## src/hw/route_pkg.sv

```systemverilog
// constants for the photodiode routing register bank
// assumes apb with 32-bit data; register index times four is the byte address
package route_pkg;

   localparam int          NUM_PD        = 6;
   localparam int          NUM_MOD       = 3;
   localparam int          NUM_STEP      = 4;
   localparam int          NUM_REG       = 8;
   localparam int          SEL_W         = 2;

   // printed register indices; byte address is index * 4
   localparam logic [9:0]  IDX_STEP0_LO  = 10'h0DC;
   localparam logic [9:0]  IDX_STEP0_HI  = 10'h0DD;
   localparam logic [9:0]  IDX_STEP1_LO  = 10'h0DE;
   localparam logic [9:0]  IDX_STEP1_HI  = 10'h0DF;
   localparam logic [9:0]  IDX_STEP2_LO  = 10'h0E0;
   localparam logic [9:0]  IDX_STEP2_HI  = 10'h0E1;
   localparam logic [9:0]  IDX_STEP3_LO  = 10'h0E2;
   localparam logic [9:0]  IDX_STEP3_HI  = 10'h0E3;
   localparam logic [9:0]  IDX_STATUS    = 10'h0F0;
   localparam logic [9:0]  IDX_LIVE      = 10'h0F1;

   // routing selector codes
   localparam logic [1:0]  SEL_NONE      = 2'h0;
   localparam logic [1:0]  SEL_MOD0      = 2'h1;
   localparam logic [1:0]  SEL_MOD1      = 2'h2;
   localparam logic [1:0]  SEL_MOD2      = 2'h3;

   // field positions
   localparam int          LO_PD_COUNT   = 4;
   localparam int          MASK_LSB      = 4;
   localparam int          MASK_REG      = 3;
   localparam int          STAT_ACTIVE   = 2;
   localparam int          STAT_STEP_LSB = 0;

   // reset values, register order step0 lo .. step3 hi
   localparam logic [7:0]  RST_STEP0_LO  = 8'h66;
   localparam logic [7:0]  RST_STEP0_HI  = 8'h06;
   localparam logic [7:0]  RST_STEP1_LO  = 8'h84;
   localparam logic [7:0]  RST_STEP1_HI  = 8'hF3;
   localparam logic [7:0]  RST_STEP2_LO  = 8'h07;
   localparam logic [7:0]  RST_STEP2_HI  = 8'h00;
   localparam logic [7:0]  RST_STEP3_LO  = 8'h00;
   localparam logic [7:0]  RST_STEP3_HI  = 8'h00;

   // writable bits; reserved bits stay zero
   localparam logic [7:0]  WMASK_FULL    = 8'hFF;
   localparam logic [7:0]  WMASK_LOW4    = 8'h0F;

endpackage

```

## src/hw/route_if.sv

```systemverilog
// carries the selected step's routing fields to the step latch
// assumes one clock domain shared by both ends
`timescale 1ns/10ps
`default_nettype none
interface route_if;
   logic [5:0][1:0] sel;
   logic            sat_en;
   logic [1:0]      step;
   logic            load;
   logic            run;

   modport src (output sel, output sat_en, output step, output load, output run);
   modport dst (input sel, input sat_en, input step, input load, input run);
endinterface
`default_nettype wire

```

## src/hw/route_decode.sv

```systemverilog
// decodes one 2-bit routing selector into three switch enables
// assumes purely combinational use inside the step latch
`timescale 1ns/10ps
`default_nettype none
module route_decode (
   input  wire logic [1:0] sel,
   output logic      [2:0] sw
);
   always_comb begin
      case (sel)
         route_pkg::SEL_NONE: sw = 3'h0;
         route_pkg::SEL_MOD0: sw = 3'h1;
         route_pkg::SEL_MOD1: sw = 3'h2;
         route_pkg::SEL_MOD2: sw = 3'h4;
         default:             sw = 3'h0;
      endcase
   end
endmodule
`default_nettype wire

```

## src/hw/step_latch.sv

```systemverilog
// holds the switch matrix for the running sequencer step
// assumes load is a one-cycle pulse from the sequencer at step start
`timescale 1ns/10ps
`default_nettype none
module step_latch (
   input  wire logic            pclk,
   input  wire logic            presetn,
   route_if.dst                 rt,
   output logic      [5:0][2:0] sw_q,
   output logic                 sat_q,
   output logic      [1:0]      step_q,
   output logic                 active_q
);
   typedef struct packed {
      logic [5:0][2:0] sw;
      logic            sat;
      logic [1:0]      step;
      logic            active;
   } latch_state_t;

   latch_state_t    s_q;
   latch_state_t    s_d;
   logic [5:0][2:0] dec;

   genvar g;
   generate
      for (g = 0; g < route_pkg::NUM_PD; g++) begin : g_pd
         route_decode u_dec (
            .sel (rt.sel[g]),
            .sw  (dec[g])
         );
      end
   endgenerate

   always_comb begin
      s_d = s_q;
      if (rt.load) begin
         // fields are frozen here, later writes wait for the next step
         s_d.sw     = dec;
         s_d.sat    = rt.sat_en;
         s_d.step   = rt.step;
         s_d.active = 1'b1;
      end else if (!rt.run) begin
         // open every switch while run is low; with run high the last step's switches hold
         s_d.sw     = '0;
         s_d.sat    = 1'b0;
         s_d.active = 1'b0;
      end
   end

   always_ff @(posedge pclk or negedge presetn) begin
      if (!presetn) begin
         s_q <= '0;
      end else begin
         s_q <= s_d;
      end
   end

   assign sw_q     = s_q.sw;
   assign sat_q    = s_q.sat;
   assign step_q   = s_q.step;
   assign active_q = s_q.active;
endmodule
`default_nettype wire

```

## src/hw/seq_route_regs.sv

```systemverilog
// photodiode-to-modulator routing registers and per-step switch matrix
// assumes an apb master on pclk and a sequencer on the same clock
//
// Summary of operation
// - selector 00 open, 01/10/11 modulators 0/1/2
// - own field per photodiode per step
// - pd0-3 in low register, pd4-5 high
// - step0 reset pd4 mod1, pd5 mod0
// - step1 reset pd1 mod0, pd3 mod1, pd4 mod2
// - step2 reset pd0 mod2, pd1 mod0
// - step1 high bits 7:4 saturation step mask
// - saturation mask resets to all ones
// - step0 reset pd0,pd2 mod1; pd1,pd3 mod0
`timescale 1ns/10ps
`default_nettype none
module seq_route_regs (
   input  wire logic            pclk,
   input  wire logic            presetn,
   input  wire logic            psel,
   input  wire logic            penable,
   input  wire logic            pwrite,
   input  wire logic [11:0]     paddr,
   input  wire logic [31:0]     pwdata,
   input  wire logic [3:0]      pstrb,
   output logic      [31:0]     prdata,
   output logic                 pready,
   output logic                 pslverr,
   input  wire logic            step_start,
   input  wire logic [1:0]      step_idx,
   input  wire logic            seq_run,
   output logic      [5:0][2:0] pd_mod_sw,
   output logic                 sat_gain_en,
   output logic      [1:0]      active_step,
   output logic                 step_active
);
   typedef struct packed {
      logic [7:0][7:0] regs;
      logic [31:0]     rdata;
      logic            ready;
      logic            err;
   } bus_state_t;

   localparam logic [7:0][7:0] REG_RST = {
      route_pkg::RST_STEP3_HI, route_pkg::RST_STEP3_LO,
      route_pkg::RST_STEP2_HI, route_pkg::RST_STEP2_LO,
      route_pkg::RST_STEP1_HI, route_pkg::RST_STEP1_LO,
      route_pkg::RST_STEP0_HI, route_pkg::RST_STEP0_LO
   };

   // reserved upper nibbles of the step0, step2 and step3 high registers
   localparam logic [7:0][7:0] REG_WMASK = {
      route_pkg::WMASK_LOW4, route_pkg::WMASK_FULL,
      route_pkg::WMASK_LOW4, route_pkg::WMASK_FULL,
      route_pkg::WMASK_FULL, route_pkg::WMASK_FULL,
      route_pkg::WMASK_LOW4, route_pkg::WMASK_FULL
   };

   bus_state_t      s_q;
   bus_state_t      s_d;
   logic [9:0]      word;
   logic [9:0]      roff;
   logic            reg_hit;
   logic            stat_hit;
   logic            live_hit;
   logic            aligned;
   logic            setup_ph;
   logic            access_done;
   logic [2:0]      rsel;
   logic [7:0]      lo_reg;
   logic [7:0]      hi_reg;
   logic [5:0][2:0] sw_q;
   logic            sat_q;
   logic [1:0]      step_q;
   logic            active_q;
   logic [5:0][1:0] live_sel;

   route_if rt ();

   // address decode
   assign word     = paddr[11:2];
   assign roff     = word - route_pkg::IDX_STEP0_LO;
   assign aligned  = (paddr[1:0] == 2'h0);
   assign reg_hit  = aligned && (word >= route_pkg::IDX_STEP0_LO)
                     && (word <= route_pkg::IDX_STEP3_HI);
   assign stat_hit = aligned && (word == route_pkg::IDX_STATUS);
   assign live_hit = aligned && (word == route_pkg::IDX_LIVE);
   assign rsel     = roff[2:0];

   assign setup_ph    = psel && !penable;
   assign access_done = psel && penable && s_q.ready;

   // fields of the step the sequencer is about to start
   assign lo_reg = s_q.regs[{step_idx, 1'b0}];
   assign hi_reg = s_q.regs[{step_idx, 1'b1}];

   genvar g;
   generate
      for (g = 0; g < route_pkg::NUM_PD; g++) begin : g_sel
         if (g < route_pkg::LO_PD_COUNT) begin : g_lo
            assign rt.sel[g] = lo_reg[2*g +: 2];
         end else begin : g_hi
            assign rt.sel[g] = hi_reg[2*(g-route_pkg::LO_PD_COUNT) +: 2];
         end
      end
   endgenerate

   // mask bit 4 is step 0, bit 7 is step 3
   assign rt.sat_en = s_q.regs[route_pkg::MASK_REG][route_pkg::MASK_LSB + step_idx];
   assign rt.step   = step_idx;
   assign rt.load   = step_start && seq_run;
   assign rt.run    = seq_run;

   step_latch u_latch (
      .pclk     (pclk),
      .presetn  (presetn),
      .rt       (rt.dst),
      .sw_q     (sw_q),
      .sat_q    (sat_q),
      .step_q   (step_q),
      .active_q (active_q)
   );

   // live matrix read back as selector codes
   always_comb begin
      for (int i = 0; i < route_pkg::NUM_PD; i++) begin
         case (sw_q[i])
            3'h1:    live_sel[i] = route_pkg::SEL_MOD0;
            3'h2:    live_sel[i] = route_pkg::SEL_MOD1;
            3'h4:    live_sel[i] = route_pkg::SEL_MOD2;
            default: live_sel[i] = route_pkg::SEL_NONE;
         endcase
      end
   end

   always_comb begin
      s_d = s_q;
      if (setup_ph) begin
         // answer is prepared in setup so pready and prdata leave flops
         s_d.ready = 1'b1;
         s_d.err   = !(reg_hit || stat_hit || live_hit);
         s_d.rdata = 32'h0000_0000;
         if (!pwrite) begin
            if (reg_hit) begin
               s_d.rdata[7:0] = s_q.regs[rsel];
            end else if (stat_hit) begin
               s_d.rdata[route_pkg::STAT_ACTIVE]          = active_q;
               s_d.rdata[route_pkg::STAT_STEP_LSB +: 2]   = step_q;
            end else if (live_hit) begin
               s_d.rdata[11:0] = live_sel;
            end
         end
      end else if (access_done) begin
         s_d.ready = 1'b0;
         s_d.err   = 1'b0;
         // only byte lane 0 carries register data
         if (pwrite && reg_hit && pstrb[0]) begin
            s_d.regs[rsel] = pwdata[7:0] & REG_WMASK[rsel];
         end
      end else begin
         s_d.ready = 1'b0;
         s_d.err   = 1'b0;
      end
   end

   always_ff @(posedge pclk or negedge presetn) begin
      if (!presetn) begin
         s_q.regs  <= REG_RST;
         s_q.rdata <= 32'h0000_0000;
         s_q.ready <= 1'b0;
         s_q.err   <= 1'b0;
      end else begin
         s_q <= s_d;
      end
   end

   assign prdata      = s_q.rdata;
   assign pready      = s_q.ready;
   assign pslverr     = s_q.err;
   assign pd_mod_sw   = sw_q;
   assign sat_gain_en = sat_q;
   assign active_step = step_q;
   assign step_active = active_q;
endmodule
`default_nettype wire

```

## config.mk

```make
export PLATFORM = sky130hd
export DESIGN_NAME = seq_route_regs
export DESIGN_NICKNAME = d
export VERILOG_FILES = /design/src/hw/route_pkg.sv /design/src/hw/route_if.sv /design/src/hw/route_decode.sv /design/src/hw/step_latch.sv /design/src/hw/seq_route_regs.sv
export SDC_FILE = /design/constraint.sdc
export NUM_CORES = 1
export LEC_CHECK = 0
export BUFFER_PORTS_ARGS = -buffer_cell sky130_fd_sc_hd__clkbuf_2
export CAP_MARGIN = 10
export CORE_MARGIN = 1.5
export CORE_UTILIZATION = 59
export DETAILED_ROUTE_END_ITERATION = 10
export GPL_TIMING_DRIVEN = 0
export PLACE_DENSITY = 0.85
export RECOVER_POWER = 25
export SETUP_SLACK_MARGIN = 0.2
export SLEW_MARGIN = 10
export SYNTH_ARGS = -nofsm -noshare
export SYNTH_HDL_FRONTEND = slang
export SYNTH_HIERARCHICAL = 1
export SYNTH_SLANG_ARGS = --single-unit
```

## constraint.sdc

```tcl
create_clock -name pclk -period 2.75 [get_ports pclk]
set_clock_uncertainty 0.1 [all_clocks]
set_input_delay 0.4125 -clock pclk [delete_from_list [all_inputs] [get_ports pclk]]
set_output_delay 0.4125 -clock pclk [all_outputs]
set_load 0.03 [all_outputs]
```

# Word-level counts from Yosys, hierarchy flattened
# Memories as Yosys holds them, arrays and structs flattened.
# Index checks and enable logic that the tools add are counted.
dict set report word_totals {
  reg_bits 100
  latchBits 0
  ram_bits 0
  mem_bits_ro 64
  inputBits 57
  output_inout_bits 56
  mem_count 1
}
# memory depth width rd rd_ports_with_merged_regs wr line
set memory_table {}
lappend memory_table {{(name not given)} 8 8 1 0 0 seq_route_regs.sv:157} ;# s_d.regs[rsel] = pwdata[7:0] & REG_WMASK[rsel];
dict set report op_classes {
  addsub 2
  multipliers 0
  n_div 0
  n_lt_le_gt_ge 7
  eq_ne 39
  shifts 0
  mux 35
  n_bitwise 2
  reduce_logical 23
}
# cell count
set ops {}
lappend ops {{one-hot mux 3 bit (4 select lines)} 6}
lappend ops {{bitwise mux 64 bit} 1}
lappend ops {{two-way mux 8 bit} 5}
lappend ops {{two-way mux 19 bit} 2}
lappend ops {{one-hot mux 2 bit (3 select lines)} 6}
lappend ops {{binary-select mux 8 bit (select 2 bit)} 2}
lappend ops {{binary-select mux 8 bit (select 3 bit)} 1}
lappend ops {{demux 8 bit (select 3 bit)} 1}
lappend ops {{equality test 2 bit (second input constant)} 12}
lappend ops {{two-way mux 12 bit} 2}
lappend ops {{equality test 10 x 8 -> 1 bit (second input constant)} 2}
lappend ops {{equality test 3 x 1 -> 1 bit (second input constant)} 6}
lappend ops {{equality test 3 x 2 -> 1 bit (second input constant)} 6}
lappend ops {{equality test 3 bit (second input constant)} 6}
lappend ops {{zero test 2 bit} 7}
lappend ops {{equality test 2 x 1 -> 1 bit (second input constant)} 6}
lappend ops {{less-than comparator 3 x 4 -> 1 bit (second input constant)} 3}
lappend ops {{logical AND 1 bit} 11}
lappend ops {{>= comparator 10 x 8 -> 1 bit (second input constant)} 1}
lappend ops {{<= comparator 10 x 8 -> 1 bit (second input constant)} 1}
lappend ops {{two-way mux 9 bit} 1}
lappend ops {{AND 8 bit} 1}
lappend ops {{two-way mux 4 bit} 2}
lappend ops {{adder 3 x 2 -> 4 bit (first input constant)} 1}
lappend ops {{12 further kinds} 16}

# Longest topological paths before layout
dict set report logic_depth {
  word_depth 7
  ltp_mapped 6
  mapped_depth_nobuf 4
}

# Hierarchy
# Netlist, hierarchy kept.
# module n_inst cells_per_inst area_per_inst_um2 seq_area_each_um2
set modules_own_cells {}
lappend modules_own_cells {seq_route_regs 1 321 4325.4 1973.1}
lappend modules_own_cells {step_latch 1 49 778.2 550.5}
lappend modules_own_cells {route_decode 6 3 22.5 0.0}

# Worst setup path before layout
# Ideal clock, no wire load.
dict set report synth_timing {
  path_kind {in2reg}
  from {input port paddr[6]}
  to {register s_q[34] (netlist bit)}
  setup_ns 0.125
  t_arrival_ns 2.116
  t_required_ns 2.525
  setup_slack_ns 0.409
  cell_stages 5
  path_cell_list {or4b_1 a211oi_4 and4b_1 buf_4 mux2_2}
}
dict set report synth_between {
  elab_chain_cells 6
  elab_cells_between_ends 7
}
# element line
set synth_lines {}
lappend synth_lines {{start: declaration} seq_route_regs.sv:22} ;# input wire logic [11:0] paddr,
lappend synth_lines {{>= comparator 10 x 8 -> 1 bit} seq_route_regs.sv:83} ;# assign reg_hit = aligned && (word >= route_pkg::IDX_STEP0_LO)
lappend synth_lines {{logical AND 1 bit} seq_route_regs.sv:83}
lappend synth_lines {{logical AND 1 bit *} seq_route_regs.sv:84} ;# && (word <= route_pkg::IDX_STEP3_HI);
lappend synth_lines {{logical AND 1 bit * (2 in series)} seq_route_regs.sv:156} ;# if (pwrite && reg_hit && pstrb[0]) begin
lappend synth_lines {{AND reduction 3 bit (no source line) *} -}
lappend synth_lines {{end: declaration} seq_route_regs.sv:58} ;# bus_state_t s_q;
# Every way passes the cells marked *; elsewhere a longest branch is shown, timed or not.
# A chain may end at the register's enable or synchronous reset.

# Worst setup path after layout
dict set report layout_timing {
  from {input port paddr[4]}
  to {register s_q[55] (netlist bit)}
}
dict set report layout_between {
  elab_chain_cells 6
  elab_cells_between_ends 17
}
# element line
set layout_lines {}
lappend layout_lines {{subtractor 3 bit or >= comparator 10 x 8 -> 1 bit (tied branches)} {seq_route_regs.sv:81, seq_route_regs.sv:83}}
lappend layout_lines {{less-than comparator 3 x 4 -> 1 bit (not written as such) (tied with other cells)} seq_route_regs.sv:157}
lappend layout_lines {{logical AND 1 bit (on tied branches)} {seq_route_regs.sv:157, seq_route_regs.sv:84}}
lappend layout_lines {{two-way mux 8 bit (not written as such) or logical AND 1 bit (tied branches)} {seq_route_regs.sv:157, seq_route_regs.sv:156}}
lappend layout_lines {{demux 8 bit (select 3 bit) or logical AND 1 bit (tied branches)} {seq_route_regs.sv:157, seq_route_regs.sv:156}}
lappend layout_lines {{bitwise mux 64 bit or AND reduction 3 bit (tied branches)} -}
# Several ways; a longest one is shown, not always the timed one. The select of a mux whose other input is x is not followed.

==> Implementation_results.wiki <==
{| class="wikitable"
! Metric !! Value
|-
| Maximum buffer depth of the clock tree || 2
|-
| Type of the most critical hold path || primary input to flip-flop
|-
| Remaining antenna violation count || 0
|-
| Classification of the worst setup path || primary input to flip-flop
|-
| Run status || finished with violations
|-
| Maximum fanout count along the critical path || 8
|-
| Worst-path cell chain || clkbuf_2, or4b_1, a211oi_4, nand4_2, mux2_2
|-
| Part of the total power dissipated in the clock network || 34.2%
|-
| Number of global-route vias before repair || 3484
|-
| Share of synthesized cell area in and, or, nand and nor gates || 10.68%
|-
| Setup repair after global routing missed its margin || false
|-
| Cell count after synthesis || 388
|-
| Count of cell types in the netlist || 43
|-
| Setup bufs post-CTS || 0
|-
| Number of failing setup endpoints in the final timing report || 0
|-
| Mean instance size in the synthesized netlist || 13.50 um2
|-
| Final hold violations || 0
|-
| Leftover overflow at the end of global routing || 0
|-
| First drt pass iteration count || 4
|-
| Slew headroom || -43.07%
|-
| Data required, critical path || 2900 ps
|-
| Slowest cell on the critical path || sky130_fd_sc_hd__or4b_1
|-
| Combinational family with the most area after synthesis || multiplexers
|-
| Initial detailed-routing violation count || 145
|-
| Largest cells by area after synthesis || sky130_fd_sc_hd__dfrtp_1, sky130_fd_sc_hd__mux2_2, sky130_fd_sc_hd__mux4_2
|-
| Most numerous cell in the Yosys netlist || sky130_fd_sc_hd__dfrtp_1
|-
| Crit path DAT || 2500 ps
|-
| Maximum single-stage delay on the critical path || 580 ps
|-
| Core outline area || 8678 um2
|-
| Worst hold slack after final layout || 180.1 ps
|-
| Fill cell count || 615
|-
| Post-DP HPWL || 8257 um
|-
| Cell chosen for the clock root || sky130_fd_sc_hd__clkbuf_8
|-
| Horizontal die dimension || 97.23 um
|-
| Part of the total power dissipated in combinational logic || 9.7%
|-
| Switching power share of the total || 24.95%
|-
| Post-Synth XOR/XNOR Area || 2.006%
|-
| Starting density of the core || 60.37%
|-
| CP Launch Type || primary input
|-
| Cell area after synthesis || 5239 um2
|-
| Post-Synth Adder-Cell Area || 0%
|-
| Flip-flop and latch count after synthesis || 100
|-
| Sequential fraction of the synthesis area || 48.17%
|-
| Global-route usage over all layers || 25.37%
|-
| Fmax || 425.0 MHz
|-
| Fraction of final layout cells sized beyond drive strength 1 || 48.36%
|-
| Die height || 97.23 um
|-
| Total via count in the routed design || 3535
|-
| IO buf count || 65
|-
| Warnings, synthesis || 6
|-
| Number of antenna violations at the first check in global routing || 0
|-
| Area share of the largest cell type after synthesis || 39.65%
|-
| Net switching component of the power || 0.6589 mW
|-
| Area fraction in compound gates after synthesis || 7.165%
|-
| Synth-to-layout area growth || 13.80%
|-
| Share of flip-flops with an asynchronous set or reset || 100.0%
|-
| Leading register cell type out of synthesis || sky130_fd_sc_hd__dfrtp_1
|-
| Clock buffer count from CTS || 9
|-
| Largest area contributor in the netlist || sky130_fd_sc_hd__dfrtp_1
|-
| Power Internal || 1.982 mW
|-
| Diode count || 0
|-
| Period utilization || 85.57%
|-
| WL/cell || 19.25 um
|-
| Remaining routing DRC violations || 0
|-
| Failing checks || capacitance limit, slew limit
|-
| Total power draw || 2.641 mW
|-
| Final count of pins violating max slew || 101
|-
| Final Wtd Congestion || 0.7809
|-
| Area of the die || 9454 um2
|-
| Ratio of total power to cell area || 443.0 nW/um2
|-
| Maximum ir drop on the vdd rail || 0.2938 mV
|-
| Total wire length after detailed routing || 11470 um
|-
| Final critical path time including I/O delays and setup || 2353 ps
|-
| Clock insertion delay at the later pin of the skew report || 360 ps
|-
| CTS tree || built
|-
| Multiplexer share of the synthesized area || 25.32%
|-
| # rows || 34
|-
| Most common library cells after synthesis || sky130_fd_sc_hd__dfrtp_1, sky130_fd_sc_hd__mux2_2, sky130_fd_sc_hd__buf_4
|-
| H-Tree Depth || 3
|-
| Largest net degree at the start of global routing || 101
|-
| Count of maximum capacitance violations || 1
|-
| Routed vias/inst || 5.931
|-
| Number of clock sinks seen by CTS || 100
|-
| Number of flops mapped to enable cells by yosys || 0
|-
| Worst Tran Pin Value || 2146 ps
|-
| Wire length of the first global-routing pass || 18750 um
|-
| Seq pwr share || 56.2%
|-
| Endpoint class of the critical path || flip-flop
|-
| Final net count || 540
|-
| I/O Pins || 113
|-
| Reg clk slew, reported paths || 90 ps
|-
| Leak Pwr || 2.947 nW
|}
stage by stage:
step	std cells	setup WS (ps)	instance area [um2]	util, %	TNS, ps
2_1_floorplan	407	408.8	5310	-	0
3_3_place_gp	580	-98.67	5771	66.49	-436.7
3_5_place_dp	580	-164.5	5779	66.59	-690.4
4_1_cts	596	207.3	5964	68.73	0
5_1_grt	596	240.0	5962	68.70	0
6_report	596	396.8	5962	68.70	0
state kept, by name (all words and copies together), names as in the netlist:
register / count
u_latch/sat_q: 1
u_latch/step_q: 2
pslverr: 1
u_latch/active_q: 1
pready: 1
prdata: 12
s_q: 64
u_latch/sw_q: 18
layer usage:
layer / track usage, % / up-vias / wire length [um]
li1: - / 1573 / -
met1: 35.26 / 1798 / 4964
met2: 41.26 / 142 / 5566
met3: 3.885 / 22 / 687
met4: 8.791 / 0 / 254
met5: 0 / - / 0
cells in the final DEF (no fill, tap or decap), types with 2 or more instances in the layout:
cell | Yosys | layout
sky130_fd_sc_hd__a22o_1 | 19 | 19
sky130_fd_sc_hd__a22oi_1 | 10 | 10
sky130_fd_sc_hd__and2_1 | 11 | 11
sky130_fd_sc_hd__and2_2 | 6 | 6
sky130_fd_sc_hd__and2b_2 | 6 | 6
sky130_fd_sc_hd__and4b_1 | 3 | 3
sky130_fd_sc_hd__buf_1 | 6 | 6
sky130_fd_sc_hd__buf_2 | 3 | 4
sky130_fd_sc_hd__buf_4 | 35 | 35
sky130_fd_sc_hd__clkbuf_1 | 5 | 8
sky130_fd_sc_hd__clkbuf_2 | 0 | 64
sky130_fd_sc_hd__clkbuf_8 | 0 | 9
sky130_fd_sc_hd__clkinvlp_4 | 0 | 2
sky130_fd_sc_hd__conb_1 | 1 | 20
sky130_fd_sc_hd__dfrtp_1 | 83 | 83
sky130_fd_sc_hd__dfstp_2 | 17 | 17
sky130_fd_sc_hd__inv_1 | 4 | 4
sky130_fd_sc_hd__mux2_2 | 54 | 54
sky130_fd_sc_hd__mux2i_1 | 11 | 11
sky130_fd_sc_hd__mux4_2 | 27 | 27
sky130_fd_sc_hd__nand2_1 | 6 | 6
sky130_fd_sc_hd__nand2b_1 | 4 | 4
sky130_fd_sc_hd__nand3_1 | 2 | 2
sky130_fd_sc_hd__nand4_2 | 5 | 5
sky130_fd_sc_hd__nor2_1 | 7 | 7
sky130_fd_sc_hd__nor2b_1 | 19 | 19
sky130_fd_sc_hd__o21ai_0 | 9 | 9
sky130_fd_sc_hd__o22ai_1 | 3 | 3
sky130_fd_sc_hd__o31ai_1 | 4 | 4
sky130_fd_sc_hd__xnor2_1 | 12 | 12
path summary, 6_finish.rpt:
| path | slack, ps | cells past startpoint | start | to |
|---|---|---|---|---|
| max | 400 | 5 | paddr[4] | s_q[55] |
| min | 180 | 2 | seq_run | u_latch/active_q |
| max reg2reg | 770 | 4 | pready | s_q[55] |
| min reg2reg | 380 | 2 | prdata[11] | prdata[11] |
| max in group asynchronous | 710 | 1 | presetn | s_q[74] |
| min in group asynchronous | 560 | 1 | presetn | prdata[11] |
power by group through the flow:
stage / Sequential, mW / Combinational (mW) / Clock [mW]
6_report: 1.48 / 0.255 / 0.902
5_1_grt: 1.48 / 0.277 / 0.979
4_1_cts: 1.48 / 0.256 / 0.913
3_5_place_dp: 1.51 / 0.256 / 0
3_3_place_gp: 1.51 / 0.250 / 0
2_1_floorplan: 1.53 / 0.145 / 0
layout make-up:
type                            instances  area, um2  share of cell area, %
Buffer                                 50      330.3                  5.540
Clock buffer                           12      135.1                  2.267
Clock inverter                          4      50.05                 0.8395
Inverter                                4      15.01                 0.2518
Multi-Input combinational cell        253       2447                  41.05
Sequential cell                       100       2524                  42.33
Tap cell                              108      135.1                  2.267
Timing Repair Buffer                   65      325.3                  5.456
kinds of logic after synthesis:
| kind of cell | after synthesis |
|---|---|
| AND/OR/NAND/NOR | 80 |
| flip-flops | 100 |
| multiplexers | 92 |
| AO/OA/AOI/OAI | 49 |
| XOR/XNOR | 12 |
| other | 1 |
| buffers and inverters | 54 |
critical path, delay by kind of cell:
kind	cells	cell delay, ps
AO/OA/AOI/OAI	1	490
AND/OR/NAND/NOR	2	1040
multiplexers	1	430
buffers and inverters	1	130
what timing repair did:
action | CTS | global route
endpoints found under the setup margin | 0 | 5
resized for setup | 0 | 1
hold buffers | 0 | 0
Power figures use the tool's default switching activity.
